`config.mk`:
```
export PLATFORM = sky130hd
export DESIGN_NAME = srp_regs
export DESIGN_NICKNAME = d
export VERILOG_FILES = /design/src/inc/srp_pkg.sv /design/src/verilog/srp_regs.sv
export SDC_FILE = /design/constraint.sdc
export NUM_CORES = 1
export LEC_CHECK = 0
export BUFFER_PORTS_ARGS = -buffer_cell sky130_fd_sc_hd__buf_2
export CORE_ASPECT_RATIO = 0.9
export CORE_MARGIN = 2
export CORE_UTILIZATION = 54
export CTS_CLUSTER_DIAMETER = 200
export DETAILED_ROUTE_END_ITERATION = 6
export GPL_TIMING_DRIVEN = 0
export PLACE_DENSITY = 0.83
export SYNTH_ARGS = -nofsm -noshare
export SYNTH_HDL_FRONTEND = slang
export SYNTH_SLANG_ARGS = --single-unit
```
`constraint.sdc`:
```
create_clock -name pclk -period 3.7 [get_ports pclk]
set_input_delay 0 -clock pclk [delete_from_list [all_inputs] [get_ports pclk]]
set_output_delay 0 -clock pclk [all_outputs]
set_load 0.005 [all_outputs]
```
`src/inc/srp_pkg.sv`:
```
// Package: register map, field positions, reset values and timing constants
package srp_pkg;

  // ==========================================================
  // Register byte addresses (one aligned word each)
  localparam logic [7:0] ADDR_PART_ID_HIGH  = 8'h00;
  localparam logic [7:0] ADDR_PART_ID_LOW   = 8'h04;
  localparam logic [7:0] ADDR_WAKEUP_CTRL   = 8'h08;
  localparam logic [7:0] ADDR_LOW_VOLT_CTRL = 8'h0c;
  localparam logic [7:0] ADDR_STOP_PWR_CTRL = 8'h10;

  // ==========================================================
  // Wakeup timer control fields
  localparam int WAKEUP_FLAG_BIT  = 7;
  localparam int WAKEUP_CLEAR_BIT = 6;
  localparam int WAKEUP_CLKSEL_BIT = 5;
  localparam int WAKEUP_IRQEN_BIT = 4;
  localparam int WAKEUP_PERIOD_LSB = 0;

  // ==========================================================
  // Low voltage control fields
  localparam int LV_FLAG_BIT     = 7;
  localparam int LV_CLEAR_BIT    = 6;
  localparam int LV_IRQEN_BIT    = 5;
  localparam int LV_RSTEN_BIT    = 4;
  localparam int LV_STOPEN_BIT   = 3;
  localparam int LV_DETEN_BIT    = 2;
  localparam int LV_BANDGAP_BIT  = 0;

  // ==========================================================
  // Stop power control fields
  localparam int PD_FULL_BIT    = 4;
  localparam int PD_PARTIAL_BIT = 3;
  localparam int PD_CLEAR_BIT   = 2;
  localparam int PD_ENABLE_BIT  = 1;
  localparam int PD_SELECT_BIT  = 0;

  // ==========================================================
  // Reset values
  localparam logic [7:0] WAKEUP_CTRL_RESET = 8'h00;
  localparam logic [7:0] LV_CTRL_RESET     = 8'h1c;
  localparam logic [7:0] STOP_PWR_RESET    = 8'h00;

  // ==========================================================
  // Timing: 1-kHz tick derived from the 125 MHz bus clock
  localparam int CLK_PERIOD_NS   = 8;
  localparam int TICK_PERIOD_NS  = 1000000;
  localparam int TICK_CYCLES     = TICK_PERIOD_NS / CLK_PERIOD_NS;
  localparam int PERIOD_MS_CODE1 = 8;

endpackage

```
`src/verilog/srp_regs.sv`:
```
// System status and control register bank with wakeup timer over APB
//
// Operation
// - High id bits 7:4 read indeterminate (zero here); writes ignored.
// - Fixed part id across high and low id registers, read-only.
// - Wakeup flag bit 7 sets when the periodic timer times out.
// - Writing 1 to bit 6 clears wakeup flag; 0 no effect; reads 0.
// - Bit 5 selects wakeup clock: 0 internal 1 kHz, 1 external.
// - Bit 4 enables the wakeup interrupt.
// - Period code 000 disables; internal codes give 8 ms to 1.024 s.
// - External codes give 256 to 32768 external periods; 000 disables.
// - First timeout may be up to one 1 kHz period short.
// - Low voltage flag sets on detect only while detector enabled.
// - Writing 1 to bit 6 clears low voltage flag; reads 0.
// - Bit 5 set requests interrupt while low voltage flag is 1.
// - Write-once bit 4 forces reset when flag sets, detector enabled.
// - Bit 3 keeps detection in stop mode, only with detector enabled.
// - Write-once bit 2 enables detect logic, qualifying other bits.
// - Bit 0 enables the bandgap reference buffer.
// - Write-once bits accept only the first write after reset.
// - Bits 4 and 3 flag recovery from full and partial power-down.
// - Writing 1 to bit 2 clears both recovery flags.
// - Bit 1 enables entry into power-down stop modes.
// - Bit 0 selects full (0) or partial (1) power-down stop.
module srp_regs #(
  parameter logic [11:0] PART_ID = 12'h5a3  // Arbitrary identification value
) (
  // APB slave
  input  wire  logic        pclk,
  input  wire  logic        presetn,
  input  wire  logic        psel,
  input  wire  logic        penable,
  input  wire  logic        pwrite,
  input  wire  logic [7:0]  paddr,
  input  wire  logic [31:0] pwdata,
  input  wire  logic [3:0]  pstrb,
  output logic              pready,
  output logic [31:0]       prdata,
  output logic              pslverr,
  // Analog and clock inputs from outside the domain
  input  wire  logic        ext_clk,
  input  wire  logic        low_voltage_detect,
  input  wire  logic        stop_mode,
  input  wire  logic        full_powerdown_exit,
  input  wire  logic        partial_powerdown_exit,
  // Status and control outputs
  output logic              wakeup_irq,
  output logic              low_voltage_irq,
  output logic              low_voltage_reset,
  output logic              bandgap_buffer_enable,
  output logic              powerdown_enable,
  output logic              partial_powerdown_select,
  output logic              detect_active
);

  // ==========================================================
  // Bus decode
  logic        wr_en;
  logic        rd_en;
  logic        sel_wk;
  logic        sel_lv;
  logic        sel_pd;
  logic        hit;
  logic [7:0]  wbyte;

  // Writes land at the access edge; read data is captured at the setup edge
  assign wr_en  = psel && penable && pwrite && pready;
  assign rd_en  = psel && !penable && !pwrite;
  assign sel_wk = paddr == srp_pkg::ADDR_WAKEUP_CTRL;
  assign sel_lv = paddr == srp_pkg::ADDR_LOW_VOLT_CTRL;
  assign sel_pd = paddr == srp_pkg::ADDR_STOP_PWR_CTRL;
  assign hit    = sel_wk || sel_lv || sel_pd ||
                  paddr == srp_pkg::ADDR_PART_ID_HIGH ||
                  paddr == srp_pkg::ADDR_PART_ID_LOW;
  assign wbyte  = pstrb[0] ? pwdata[7:0] : 8'h00;

  // Written byte lane present
  logic lane0;
  assign lane0 = pstrb[0];

  // ==========================================================
  // Synchronisers for pins and external clock
  logic [1:0] ext_sync_q;
  logic [1:0] lvd_sync_q;
  logic [1:0] stop_sync_q;
  logic [1:0] fpd_sync_q;
  logic [1:0] ppd_sync_q;
  logic       ext_prev_q;

  // Two flops on every asynchronous input
  always_ff @(posedge pclk or negedge presetn) begin
    if (!presetn) begin
      ext_sync_q  <= 2'h0;
      lvd_sync_q  <= 2'h0;
      stop_sync_q <= 2'h0;
      fpd_sync_q  <= 2'h0;
      ppd_sync_q  <= 2'h0;
      ext_prev_q  <= 1'b0;
    end else begin
      ext_sync_q  <= {ext_sync_q[0], ext_clk};
      lvd_sync_q  <= {lvd_sync_q[0], low_voltage_detect};
      stop_sync_q <= {stop_sync_q[0], stop_mode};
      fpd_sync_q  <= {fpd_sync_q[0], full_powerdown_exit};
      ppd_sync_q  <= {ppd_sync_q[0], partial_powerdown_exit};
      ext_prev_q  <= ext_sync_q[1];
    end
  end

  // Edge detect on the synchronised clock; the history flop resets low,
  // the idle level of the pin, so releasing reset makes no false edge
  logic ext_tick;
  assign ext_tick = ext_sync_q[1] && !ext_prev_q;

  // ==========================================================
  // 1 kHz tick divider, free running
  logic [16:0] div_q;
  logic        ms_tick;

  always_ff @(posedge pclk or negedge presetn) begin
    if (!presetn) begin
      div_q <= 17'h00000;
    end else if (div_q == 17'(srp_pkg::TICK_CYCLES - 1)) begin
      div_q <= 17'h00000;
    end else begin
      div_q <= div_q + 17'h00001;
    end
  end
  // One-cycle enable at the divider's terminal count
  assign ms_tick = div_q == 17'(srp_pkg::TICK_CYCLES - 1);

  // ==========================================================
  // Wakeup control register
  logic       wk_flag_q;
  logic       wk_clksel_q;
  logic       wk_irqen_q;
  logic [2:0] wk_period_q;
  logic       wk_timeout;

  // Control fields
  always_ff @(posedge pclk or negedge presetn) begin
    if (!presetn) begin
      wk_clksel_q <= srp_pkg::WAKEUP_CTRL_RESET[srp_pkg::WAKEUP_CLKSEL_BIT];
      wk_irqen_q  <= srp_pkg::WAKEUP_CTRL_RESET[srp_pkg::WAKEUP_IRQEN_BIT];
      wk_period_q <= srp_pkg::WAKEUP_CTRL_RESET[2:0];
    end else if (wr_en && sel_wk && lane0) begin
      wk_clksel_q <= wbyte[srp_pkg::WAKEUP_CLKSEL_BIT];
      wk_irqen_q  <= wbyte[srp_pkg::WAKEUP_IRQEN_BIT];
      wk_period_q <= wbyte[srp_pkg::WAKEUP_PERIOD_LSB +: 3];
    end
  end

  // Flag: timeout sets, write of 1 clears, set wins
  always_ff @(posedge pclk or negedge presetn) begin
    if (!presetn) begin
      wk_flag_q <= 1'b0;
    end else if (wk_timeout) begin
      wk_flag_q <= 1'b1;
    end else if (wr_en && sel_wk && wbyte[srp_pkg::WAKEUP_CLEAR_BIT]) begin
      wk_flag_q <= 1'b0;
    end
  end

  // Terminal count for the selected clock and code
  function automatic logic [15:0] srp_period_count(input logic [2:0] code,
                                                   input logic       ext);
    logic [15:0] n;
    n = 16'h0000;
    if (ext) begin
      unique case (code)
        3'h1:    n = 16'h00ff;
        3'h2:    n = 16'h03ff;
        3'h3:    n = 16'h07ff;
        3'h4:    n = 16'h0fff;
        3'h5:    n = 16'h1fff;
        3'h6:    n = 16'h3fff;
        3'h7:    n = 16'h7fff;
        default: n = 16'h0000;
      endcase
    end else begin
      unique case (code)
        3'h1:    n = 16'(srp_pkg::PERIOD_MS_CODE1 - 1);
        3'h2:    n = 16'h001f;
        3'h3:    n = 16'h003f;
        3'h4:    n = 16'h007f;
        3'h5:    n = 16'h00ff;
        3'h6:    n = 16'h01ff;
        3'h7:    n = 16'h03ff;
        default: n = 16'h0000;
      endcase
    end
    return n;
  endfunction

  // Period counter; restarts on any config write, so first period
  // may be short by part of a 1 kHz tick
  logic [15:0] wk_cnt_q;
  logic        wk_step;
  assign wk_step    = wk_clksel_q ? ext_tick : ms_tick;
  assign wk_timeout = (wk_period_q != 3'h0) && wk_step &&
                      (wk_cnt_q >= srp_period_count(wk_period_q, wk_clksel_q));

  always_ff @(posedge pclk or negedge presetn) begin
    if (!presetn) begin
      wk_cnt_q <= 16'h0000;
    end else if (wk_period_q == 3'h0 || (wr_en && sel_wk)) begin
      wk_cnt_q <= 16'h0000;
    end else if (wk_timeout) begin
      wk_cnt_q <= 16'h0000;
    end else if (wk_step) begin
      wk_cnt_q <= wk_cnt_q + 16'h0001;
    end
  end

  // ==========================================================
  // Low voltage control register
  logic lv_flag_q;
  logic lv_irqen_q;
  logic lv_rsten_q;
  logic lv_stopen_q;
  logic lv_deten_q;
  logic lv_bandgap_q;
  logic lv_once_q;
  logic lv_sense;

  // Write-once bits latch on the first write only
  always_ff @(posedge pclk or negedge presetn) begin
    if (!presetn) begin
      lv_once_q  <= 1'b0;
      lv_rsten_q <= srp_pkg::LV_CTRL_RESET[srp_pkg::LV_RSTEN_BIT];
      lv_deten_q <= srp_pkg::LV_CTRL_RESET[srp_pkg::LV_DETEN_BIT];
    end else if (wr_en && sel_lv && lane0 && !lv_once_q) begin
      lv_once_q  <= 1'b1;
      lv_rsten_q <= wbyte[srp_pkg::LV_RSTEN_BIT];
      lv_deten_q <= wbyte[srp_pkg::LV_DETEN_BIT];
    end
  end

  // Ordinary read/write bits; bit 1 is reserved and not stored
  always_ff @(posedge pclk or negedge presetn) begin
    if (!presetn) begin
      lv_irqen_q   <= srp_pkg::LV_CTRL_RESET[srp_pkg::LV_IRQEN_BIT];
      lv_stopen_q  <= srp_pkg::LV_CTRL_RESET[srp_pkg::LV_STOPEN_BIT];
      lv_bandgap_q <= srp_pkg::LV_CTRL_RESET[srp_pkg::LV_BANDGAP_BIT];
    end else if (wr_en && sel_lv && lane0) begin
      lv_irqen_q   <= wbyte[srp_pkg::LV_IRQEN_BIT];
      lv_stopen_q  <= wbyte[srp_pkg::LV_STOPEN_BIT];
      lv_bandgap_q <= wbyte[srp_pkg::LV_BANDGAP_BIT];
    end
  end

  // Detection live when enabled, and in stop only if stop enable set
  assign lv_sense = lv_deten_q && (!stop_sync_q[1] || lv_stopen_q);

  // Flag: detect sets (set wins), write 1 clears
  always_ff @(posedge pclk or negedge presetn) begin
    if (!presetn) begin
      lv_flag_q <= 1'b0;
    end else if (lv_sense && lvd_sync_q[1]) begin
      lv_flag_q <= 1'b1;
    end else if (wr_en && sel_lv && wbyte[srp_pkg::LV_CLEAR_BIT]) begin
      lv_flag_q <= 1'b0;
    end
  end

  // ==========================================================
  // Stop power control register
  logic pd_full_q;
  logic pd_partial_q;
  logic pd_enable_q;
  logic pd_select_q;
  logic pd_once_q;

  // Power-down enable and mode select, write-once
  always_ff @(posedge pclk or negedge presetn) begin
    if (!presetn) begin
      pd_once_q   <= 1'b0;
      pd_enable_q <= srp_pkg::STOP_PWR_RESET[srp_pkg::PD_ENABLE_BIT];
      pd_select_q <= srp_pkg::STOP_PWR_RESET[srp_pkg::PD_SELECT_BIT];
    end else if (wr_en && sel_pd && lane0 && !pd_once_q) begin
      pd_once_q   <= 1'b1;
      pd_enable_q <= wbyte[srp_pkg::PD_ENABLE_BIT];
      pd_select_q <= wbyte[srp_pkg::PD_SELECT_BIT];
    end
  end

  // Recovery flags: exit events set, acknowledge clears both
  // Exit pulses must outlast one clock to pass the synchroniser
  always_ff @(posedge pclk or negedge presetn) begin
    if (!presetn) begin
      pd_full_q    <= 1'b0;
      pd_partial_q <= 1'b0;
    end else begin
      if (fpd_sync_q[1]) begin
        pd_full_q <= 1'b1;
      end else if (wr_en && sel_pd && wbyte[srp_pkg::PD_CLEAR_BIT]) begin
        pd_full_q <= 1'b0;
      end
      if (ppd_sync_q[1]) begin
        pd_partial_q <= 1'b1;
      end else if (wr_en && sel_pd && wbyte[srp_pkg::PD_CLEAR_BIT]) begin
        pd_partial_q <= 1'b0;
      end
    end
  end

  // ==========================================================
  // Read data mux
  function automatic logic [7:0] srp_read(input logic [7:0] a,
                                          input logic [7:0] wk,
                                          input logic [7:0] lv,
                                          input logic [7:0] pd);
    logic [7:0] r;
    r = 8'h00;
    unique case (a)
      srp_pkg::ADDR_PART_ID_HIGH:  r = {4'h0, PART_ID[11:8]};
      srp_pkg::ADDR_PART_ID_LOW:   r = PART_ID[7:0];
      srp_pkg::ADDR_WAKEUP_CTRL:   r = wk;
      srp_pkg::ADDR_LOW_VOLT_CTRL: r = lv;
      srp_pkg::ADDR_STOP_PWR_CTRL: r = pd;
      default:                     r = 8'h00;
    endcase
    return r;
  endfunction

  logic [7:0] wk_view;
  logic [7:0] lv_view;
  logic [7:0] pd_view;
  // Acknowledge bits always read 0
  assign wk_view = {wk_flag_q, 1'b0, wk_clksel_q, wk_irqen_q, 1'b0, wk_period_q};
  assign lv_view = {lv_flag_q, 1'b0, lv_irqen_q, lv_rsten_q,
                    lv_stopen_q, lv_deten_q, 1'b0, lv_bandgap_q};
  assign pd_view = {3'h0, pd_full_q, pd_partial_q, 1'b0, pd_enable_q, pd_select_q};

  // APB answer: no wait states, data registered in setup
  always_ff @(posedge pclk or negedge presetn) begin
    if (!presetn) begin
      pready  <= 1'b0;
      prdata  <= 32'h00000000;
      pslverr <= 1'b0;
    end else begin
      pready  <= psel && !penable;
      pslverr <= psel && !penable && !hit;
      if (rd_en) begin
        prdata <= {24'h000000, srp_read(paddr, wk_view, lv_view, pd_view)};
      end
    end
  end

  // ==========================================================
  // Registered status outputs
  always_ff @(posedge pclk or negedge presetn) begin
    if (!presetn) begin
      wakeup_irq               <= 1'b0;
      low_voltage_irq          <= 1'b0;
      low_voltage_reset        <= 1'b0;
      bandgap_buffer_enable    <= 1'b0;
      powerdown_enable         <= 1'b0;
      partial_powerdown_select <= 1'b0;
      detect_active            <= 1'b0;
    end else begin
      wakeup_irq               <= wk_flag_q && wk_irqen_q;
      low_voltage_irq          <= lv_flag_q && lv_irqen_q;
      low_voltage_reset        <= lv_flag_q && lv_rsten_q && lv_deten_q;
      bandgap_buffer_enable    <= lv_bandgap_q;
      powerdown_enable         <= pd_enable_q;
      partial_powerdown_select <= pd_select_q;
      detect_active            <= lv_sense;
    end
  end

endmodule

```
==> results of run 1 <==
-- cell usage after synthesis, drive strengths merged (3+ instances only) --
cell type,instances
nor2b,3
o31ai,6
nor4,9
o21a,3
inv,11
nand2,43
o22ai,5
or3,6
mux2,12
nand4,7
nor3,7
nand2b,5
buf,30
xnor2,6
a21oi,18
ha,14
and3,10
nor2,19
dfrtp,75
o21ai,20
mux2i,3
or2,4
nand3,19
and2,9
clkbuf,6
o41ai,3
a21o,3
dfstp,3
xor2,6
-- through the flow --
stage	setup WS, ns	total power [W]
2_1_floorplan	0.634	0.000925
3_3_place_gp	0.237	0.000962
3_5_place_dp	0.156	0.000968
4_1_cts	0.140	0.00170
5_1_grt	0.0539	0.00175
6_report	0.317	0.00169
-- path summary, 6_finish.rpt --
path | endpoint | slack (ns) | depth (start not counted)
max | wk_cnt_q[6] | 0.32 | 11
min | wk_cnt_q[8] | 0.05 | 2
max reg2reg | wk_cnt_q[6] | 0.32 | 11
min reg2reg | lvd_sync_q[1] | 0.36 | 0
max in group asynchronous | lv_stopen_q | 3.04 | 3
min in group pclk | pslverr | 0.06 | 3
-- worst max-delay path, stage by stage, from the launching register on --
cell      delay [ns]
dfrtp_1         0.60
and2_1          0.19
clkbuf_1        0.22
a21oi_1         0.10
o21bai_1        0.17
ha_1            0.30
a21oi_1         0.15
o211ai_1        0.09
a2111o_1        0.57
nor3_4          0.43
nand2_4         0.16
o41ai_2         0.32
-- layer usage --
layer | up-vias | global-route usage [%] | part of all wire [%]
met3 | 17 | 5.71 | 5.0
met4 | 0 | 7.38 | 1.7
li1 | 1536 | - | -
met2 | 89 | 38.4 | 51
met5 | - | 0 | 0
met1 | 1554 | 29.9 | 42
-- sequential cells by signal, indices dropped and copies added (netlist names), 2 cells and up --
register     flops
div_q           17
ppd_sync_q       2
wk_period_q      3
fpd_sync_q       2
ext_sync_q       2
wk_cnt_q        16
prdata           7
lvd_sync_q       2
stop_sync_q      2
-- area by class of cell --
class,count,area [µm²]
inverters,11,41.3
clock inverters,7,105
plain buffers,35,240
repair buffers,58,400
flip-flops and latches,78,1960
clock buffers,9,124
multi-input cells,291,1870
well taps,93,116
fillers,539,2290
-- repair_timing --
item / 4_1_cts / 5_1_grt
endpoints found under the setup margin: 0 / 8
hold endpoints to repair: 97 / 0
hold buffers: 17 / 0
-- report_power, final --
group	switching, W	leakage [nW]	total [W]	internal (W)
logic	0.0000504	1.25	0.000101	0.0000503
registers	0.00000366	1.02	0.000864	0.000861
clock network	0.000334	0.112	0.000724	0.000390
-- cell families after synthesis --
family | share of synthesized area [%]
and+or+nand+nor | 19.8
DFF | 48.6
AOI/OAI and AO/OA | 12.7
buffers and inverters | 7.09
adders and majority gates | 4.60
muxes | 4.42
xor gates and xnor gates | 2.61
other | 0.0933
==> reports/summary.txt, run 1 <==
I/O pin count: 95
WL final: 8700 µm
Most common cell after layout, fill and taps aside: dfrtp_1
DP Wirelength: 6190 µm
Hold Slack: 0.0522 ns
Setup CP Type: flip-flop to flip-flop
Max Root-Sink Buffers: 2
Die area: 0.00815 mm²
Clk_lat worst skew: 0.35 ns
Clock slew at reported path FFs: 0.09 ns
Slew HR: 33.6%
CTS buffer count: 9
Routed vias/inst: 5.49
Crit path arrival time: 3.65 ns
Area after DPL: 0.00446 mm²
Synth area leaders: dfrtp_1 (47%), buf_4 (4.9%), ha_1 (4.4%), nand2_1 (3.9%), mux2_2 (3.4%)
Initial cell density of the core: 56.3%
CP Data Required Time: 3.96 ns
H-Tree Level Count: 3
Worst Setup SP: wk_clksel_q
Status: finished, final reports clean
Peak supply drop: 0.000324 V
FMAX: 0.296 GHz
TritonRoute pass-1 iters: 4
Design area: 0.00485 mm²
CTS sink cnt: 78
Detailed Route Iter0 Violations: 213
CTS tree: yes
Min-delay worst type: input pin to async pin
Utilization after layout: 67.9%
Gr ovfl total: 0
Postcts setup bufs: 0
# nets final: 552
Final Hold Fails: 0
Post-synthesis sequential area ratio: 48.6%
RSZ-0062 raised after global routing: false
Mean area per synthesized cell: 10.3 µm²
Slew @ Worst Pin: 0.988 ns
Most frequent cells in the layout: dfrtp_1 (75), buf_2 (42), nand2_1 (42)
Final min period: 3.38 ns
Synth warn: 0
Post-cts sizing count: 0
Root buf cell: clkbuf_8
Post-route clock period utilization: 91.4%
First-pass GRT wire length: 14700 µm
Cells after Synth: 392
Remaining DRCs: 0
Dpl cells: 550
CP startpoint kind: flip-flop
Global Route Usage Sum: 23.1%
Gpl congestion: 0.831
Endpoints failing setup: 0
Final Non-Filler Cells: 582
Max-Cap Viols: 0
Std cell rows: 29
Slew Limit Fails: 0
Vias in the first global route: 3190
Yosys top cell area share: 46.7%
Layout cell share with drive strength beyond 1: 23.5%
Synthesized area: 0.00402 mm²
Port-buffer cells: 40
EDFF count, synth: 0
Routed Antenna Nets: 0
Crit end category: flip-flop
Setup total negative slack: 0 ns
Die Ht: 85.9 µm
Worst Clk Skew: 0.00785 ns
Reg-to-Reg Start: wk_clksel_q
Top cell type by total area after synthesis: dfrtp_1
DIE WIDTH: 95.0 µm
Ant diodes: 0
Routed len/inst: 15.0 µm
Post-synth cell types: 61
Initial antenna violation count: 0
Vias: 3196
Largest net degree at the start of global routing: 63
Crit-path max FO: 10
Async S/R FF share, synth: 100%
Most used DFF post-synth: dfrtp_1
Core area: 0.00715 mm²
PD cells: 348 mW/mm²
Seq cells post-synth: 78
Leak: 2.38 nW
Area Overhead vs Synth: 20.7%
No activity file was read; power rests on OpenSTA's default activity.
==> run 2, diff against run 1 <==
--- a/config.mk
+++ b/config.mk
@@ -6,13 +6,14 @@
 export NUM_CORES = 1
 export LEC_CHECK = 0
 export BUFFER_PORTS_ARGS = -buffer_cell sky130_fd_sc_hd__buf_2
+export CELL_PAD_IN_SITES_DETAIL_PLACEMENT = 1
+export CELL_PAD_IN_SITES_GLOBAL_PLACEMENT = 1
 export CORE_ASPECT_RATIO = 0.9
-export CORE_MARGIN = 2
-export CORE_UTILIZATION = 54
+export CORE_UTILIZATION = 40
 export CTS_CLUSTER_DIAMETER = 200
 export DETAILED_ROUTE_END_ITERATION = 6
 export GPL_TIMING_DRIVEN = 0
-export PLACE_DENSITY = 0.83
+export PLACE_DENSITY = 0.81
 export SYNTH_ARGS = -nofsm -noshare
 export SYNTH_HDL_FRONTEND = slang
 export SYNTH_SLANG_ARGS = --single-unit
==> reports/summary.txt, run 2 (synthesis gave the netlist of run 1 again) <==
Slew HR: 27.5% (was 33.6%)
Post-route clock period utilization: 89.9% (was 91.4%)
DP Wirelength: 7290 µm (was 6190 µm)
Clock slew at reported path FFs: 0.10 ns (was 0.09 ns)
Layout cell share with drive strength beyond 1: 24.1% (was 23.5%)
Final-layout fill cell count: 1110 (was 539)
CP startpoint kind: flip-flop (unchanged)
DIE WIDTH: 108 µm (was 95.0 µm)
H-Tree Level Count: 3 (unchanged)
Die Ht: 97.1 µm (was 85.9 µm)
Setup CP Type: flip-flop to flip-flop (unchanged)
Post-cts sizing count: 0 (unchanged)
Gr ovfl total: 0 (unchanged)
Top Registers: div_q x17, wk_cnt_q x16, prdata x7 (unchanged)
Remaining DRCs: 0 (unchanged)
Multi-input logic area: 0.00187 mm² (unchanged)
Std cell rows: 34 (was 29)
Detailed Route Iter0 Violations: 113 (was 213)
Final Non-Filler Cells: 619 (was 582)
CTS sink cnt: 78 (unchanged)
Worst Reg-to-Reg Cells: 11 (unchanged)
Leak: 2.38 nW (about the same)
Clk_lat worst skew: 0.37 ns (was 0.35 ns)
RSZ-0062 raised after global routing: false (unchanged)
Port-buffer cells: 40 (unchanged)
Largest net degree at the start of global routing: 61 (was 63)
Root buf cell: clkbuf_8 (unchanged)
Status: finished, final reports clean (unchanged)
Slew Limit Fails: 0 (unchanged)
Crit end category: flip-flop (unchanged)
Hold depth: 3
Register Area: 0.00196 mm² (unchanged)
Die area: 0.0105 mm² (was 0.00815 mm²)
PD cells: 331 mW/mm² (was 348 mW/mm²)
Routed len/inst: 16.7 µm (was 15.0 µm)
Slew @ Worst Pin: 1.08 ns (was 0.988 ns)
Gpl congestion: 0.785 (was 0.831)
Routed Antenna Nets: 0 (unchanged)
Setup total negative slack: 0 ns (unchanged)
Final Hold Fails: 0 (unchanged)
CTS tree: yes (unchanged)
TritonRoute pass-1 iters: 4 (unchanged)
Ant diodes: 0 (unchanged)
# nets final: 556 (was 552)
Core area: 0.00970 mm² (was 0.00715 mm²)
Final min period: 3.33 ns (was 3.38 ns)
Global Route Usage Sum: 21.1% (was 23.1%)
CTS buffer count: 9 (unchanged)
Max reg flops: 17 (unchanged)
Max Root-Sink Buffers: 2 (unchanged)
Endpoints failing setup: 0 (unchanged)
Dpl cells: 583 (was 550)
Max-Cap Viols: 0 (unchanged)
Crit-path max FO: 10 (unchanged)
Design area: 0.00490 mm² (was 0.00485 mm²)
Area after DPL: 0.00450 mm² (was 0.00446 mm²)
CP Data Required Time: 3.97 ns (was 3.96 ns)
Worst Clk Skew: 0.0104 ns (was 0.00785 ns)
Routed vias/inst: 5.31 (was 5.49)
Initial antenna violation count: 0 (unchanged)
Most common cell after layout, fill and taps aside: dfrtp_1 (unchanged)
WL final: 10300 µm (was 8700 µm)
Area Overhead vs Synth: 21.7% (was 20.7%)
Vias: 3286 (was 3196)
Most frequent cells in the layout: dfrtp_1 (75), buf_2 (42), nand2_1 (42) (unchanged)
First-pass GRT wire length: 17200 µm (was 14700 µm)
Min-delay worst type: input pin to flip-flop (was input pin to async pin)
Peak supply drop: 0.000181 V (was 0.000324 V)
FMAX: 0.301 GHz (was 0.296 GHz)
Most flops, register: div_q (unchanged)
Crit path arrival time: 3.59 ns (was 3.65 ns)
Vias in the first global route: 3469 (was 3190)
Initial cell density of the core: 41.5% (was 56.3%)
I/O pin count: 95 (unchanged)
-- run 2: cell types whose count changed in the layout (fill, tap and decap cells not counted) --
cell	delta
buf_4	+4
bufinv_16	-2
inv_8	+2
clkinv_4	+1
clkinv_8	+1
clkinvlp_4	-1
inv_6	-1
-- run 2: path summary, 6_finish.rpt --
kind,to,slack [ns],from
worst min register to register,fpd_sync_q[1],0.36,fpd_sync_q[0]
max in group asynchronous,lv_rsten_q,3.01,presetn
worst min-delay path,pslverr,0.04,psel
min in group asynchronous,pd_select_q,0.05,presetn
worst max-delay path,wk_cnt_q[6],0.37,wk_clksel_q
worst max register to register,wk_cnt_q[6],0.37,wk_clksel_q
-- run 2: worst max-delay path, stage by stage (launching register included) --
cell and delay (ns):
dfrtp_1 0.61, and2_1 0.19, clkbuf_1 0.22, a21oi_1 0.09, o21bai_1 0.17, ha_1 0.30, a21oi_1 0.15, o211ai_1 0.09
a2111o_1 0.58, nor3_4 0.34, nand2_4 0.16, o41ai_2 0.32
-- run 2: per-layer routing --
layer	vias up	global-route usage (%)	wire length [µm]
li1	1544	-	-
met1	1678	26.7	4520
met2	51	36.3	5360
met3	13	4.76	306
met4	0	5.16	121
met5	-	0	0
-- run 2: cell type report --
type	instances	area share (%)
tap	126	3.22
buffer	35	4.91
inverter	11	0.843
clock buffer	9	2.53
clock inverter	7	1.56
timing repair buffer	62	8.79
sequential	78	39.9
multi-input combinational	291	38.2
-- run 2: timing repair --
item | in CTS | in global routing
hold endpoints to repair | 97 | 0
buffers inserted | 0 | 4
endpoints found under the setup margin | 0 | 15
hold buffers | 17 | 0
-- run 2: power by group --
group	switching, W	internal, W
Clock	0.000386	0.000268
Sequential	0.00000353	0.000861
Combinational	0.0000534	0.0000506
-- run 2: through the flow --
step	total power [W]	worst slack (ns)	utilization, %	hold WS, ns
finish	0.00162	0.372	50.5	0.0440
global route	0.00168	0.110	50.5	0.0463
CTS	0.00164	0.0258	50.2	0.0271
detailed placement	0.000970	0.0479	46.4	-0.0976
global placement	0.000963	0.182	46.1	0.111
floorplan	0.000925	0.634	-	-0.296
==> run 3, diff against run 2 <==
--- a/config.mk
+++ b/config.mk
@@ -9,11 +9,11 @@
 export CELL_PAD_IN_SITES_DETAIL_PLACEMENT = 1
 export CELL_PAD_IN_SITES_GLOBAL_PLACEMENT = 1
 export CORE_ASPECT_RATIO = 0.9
-export CORE_UTILIZATION = 40
+export CORE_UTILIZATION = 25
 export CTS_CLUSTER_DIAMETER = 200
 export DETAILED_ROUTE_END_ITERATION = 6
 export GPL_TIMING_DRIVEN = 0
-export PLACE_DENSITY = 0.81
+export PLACE_DENSITY = 0.56
 export SYNTH_ARGS = -nofsm -noshare
 export SYNTH_HDL_FRONTEND = slang
 export SYNTH_SLANG_ARGS = --single-unit
==> reports/summary.txt, run 3 (synthesis gave the netlist of run 1 again) <==
DP Wirelength: 7360 µm (was 7290 µm)
CP dominant cell by count: a21oi_1 (unchanged)
Peak supply drop: 0.000226 V (was 0.000181 V)
PD cells: 367 mW/mm² (was 331 mW/mm²)
Area Overhead vs Synth: 25.3% (was 21.7%)
Crit-path max FO: 10 (unchanged)
Initial cell density of the core: 25.9% (was 41.5%)
DIE WIDTH: 136 µm (was 108 µm)
Top Registers: div_q x17, wk_cnt_q x16, prdata x7 (unchanged)
CP startpoint kind: flip-flop (unchanged)
Crit path arrival time: 3.67 ns (was 3.59 ns)
Vias in the first global route: 3293 (was 3469)
Routed len/inst: 14.3 µm (was 16.7 µm)
Leak: 2.40 nW (was 2.38 nW)
Slew Limit Fails: 0 (unchanged)
Clock slew at reported path FFs: 0.07 ns (was 0.10 ns)
Slowest-stage cell, CP: dfrtp_1 (unchanged)
Max Root-Sink Buffers: 2 (unchanged)
CP max stage delay: 0.60 ns (was 0.61 ns)
RSZ-0062 raised after global routing: false (unchanged)
# nets final: 550 (was 556)
FMAX: 0.291 GHz (was 0.301 GHz)
Utilization after layout: 32.4% (was 50.5%)
WL final: 9880 µm (was 10300 µm)
Root buf cell: clkbuf_16 (was clkbuf_8)
Postcts setup bufs: 0 (unchanged)
Gpl congestion: 0.739 (was 0.785)
Core area: 0.0155 mm² (was 0.00970 mm²)
Final Hold Fails: 0 (unchanged)
Setup total negative slack: 0 ns (unchanged)
Vias: 3177 (was 3286)
Die area: 0.0166 mm² (was 0.0105 mm²)
Final min period: 3.43 ns (was 3.33 ns)
Post-cts sizing count: 0 (unchanged)
Remaining DRCs: 0 (unchanged)
First-pass GRT wire length: 16800 µm (was 17200 µm)
Post-route clock period utilization: 92.8% (was 89.9%)
CTS sink cnt: 78 (unchanged)
Slew HR: 31.8% (was 27.5%)
I/O pin count: 95 (unchanged)
Crit end category: flip-flop (unchanged)
CP Data Required Time: 3.94 ns (was 3.97 ns)
Min-delay worst type: input pin to flip-flop (unchanged)
Max reg flops: 17 (unchanged)
Most common cell after layout, fill and taps aside: dfrtp_1 (unchanged)
Largest net degree at the start of global routing: 62 (was 61)
Status: finished, final reports clean (unchanged)
H-Tree Level Count: 3 (unchanged)
Initial antenna violation count: 0 (unchanged)
Gr ovfl total: 0 (unchanged)
Setup CP Type: flip-flop to flip-flop (unchanged)
Final-layout fill cell count: 1781 (was 1110)
Detailed Route Iter0 Violations: 117 (was 113)
Most frequent cells in the layout: dfrtp_1 (75), buf_2 (42), nand2_1 (42) (unchanged)
Die Ht: 122 µm (was 97.1 µm)
Clk_lat worst skew: 0.34 ns (was 0.37 ns)
Endpoints failing setup: 0 (unchanged)
Std cell rows: 43 (was 34)
Max-Cap Viols: 0 (unchanged)
Routed vias/inst: 4.61 (was 5.31)
CTS tree: yes (unchanged)
Worst Clk Skew: 0.00764 ns (was 0.0104 ns)
Layout cell share with drive strength beyond 1: 23.6% (was 24.1%)
Global Route Usage Sum: 13.0% (was 21.1%)
Port-buffer cells: 40 (unchanged)
CTS buffer count: 9 (unchanged)
TritonRoute pass-1 iters: 4 (unchanged)
Slew @ Worst Pin: 1.02 ns (was 1.08 ns)
Crit path cell chain: and2_1 -> clkbuf_1 -> a21oi_1 -> o21bai_1 -> ha_1 -> a21oi_1 -> o211ai_1 -> a2111o_1 -> nor3_4 -> nand2_4 -> o41ai_2 (unchanged)
Most flops, register: div_q (unchanged)
Routed Antenna Nets: 0 (unchanged)
Ant diodes: 0 (unchanged)
==> run 3: cell types whose count changed in the layout (fill, tap and decap cells not counted) <==
cell           before  now
clkbuf_8            9    0
clkbuf_16           0    9
buf_4              31   27
dlygate4sd3_1      17   15
clkinv_4            2    0
inv_8               3    1
inv_6               1    5
==> run 3: worst max-delay path: cells and delay by family, from the launching register on <==
kind,cells,cell delay [ns]
buf+inv,1,0.21
fa+ha+maj,1,0.31
compound gates,6,1.42
flops,1,0.60
simple gates,3,0.77
==> run 3: where the power goes <==
| group | internal, W | switching [W] | leakage [nW] |
|---|---|---|---|
| Clock | 0.000477 | 0.000404 | 0.147 |
| Sequential | 0.000861 | 0.00000350 | 1.02 |
| Combinational | 0.0000494 | 0.0000519 | 1.24 |
==> run 3: per-stage QoR <==
step	power, W	cell area, µm²	worst slack [ns]	hold slack, ns	std cells
after floorplan	0.000925	4110	0.634	-0.296	416
after global placement	0.000966	4560	0.0734	0.109	658
after detailed placement	0.000972	4590	0.0243	-0.0969	659
after CTS	0.00188	5040	0.0158	0.00319	690
after global routing	0.00192	5040	0.00414	0.00513	689
final	0.00185	5040	0.265	0.0107	689
==> run 3: repair_timing <==
action / CTS / global route
hold buffers: 15 / 0
endpoints found under the setup margin: 0 / 15
hold endpoints to repair: 96 / 0
==> run 3: cell type report <==
type | instances | area [µm²] | area share (%)
Buffer | 35 | 240 | 4.77
Timing Repair Buffer | 56 | 380 | 7.55
Multi-Input combinational cell | 291 | 1870 | 37.1
Tap cell | 202 | 253 | 5.02
Clock inverter | 7 | 71.3 | 1.42
Sequential cell | 78 | 1960 | 38.8
Clock buffer | 9 | 225 | 4.47
Inverter | 11 | 41.3 | 0.820
==> run 3: final timing paths <==
| path | startpoint | cells past startpoint | slack (ns) | end |
|---|---|---|---|---|
| max in group asynchronous | presetn | 3 | 3.00 | lv_deten_q |
| worst max-delay path | wk_clksel_q | 11 | 0.27 | wk_cnt_q[6] |
| min in group asynchronous | presetn | 2 | 0.07 | div_q[10] |
| worst min register to register | stop_sync_q[0] | 0 | 0.35 | stop_sync_q[1] |
| worst min-delay path | paddr[6] | 3 | 0.01 | pslverr |
| worst max register to register | wk_clksel_q | 11 | 0.27 | wk_cnt_q[6] |
==> run 3: layer usage <==
layer,up-vias,track usage (%),part of all wire (%)
li1,1533,-,-
met5,-,0,0
met4,0,3.51,0.69
met2,43,20.6,46
met1,1596,17.8,51
met3,5,2.81,2.6
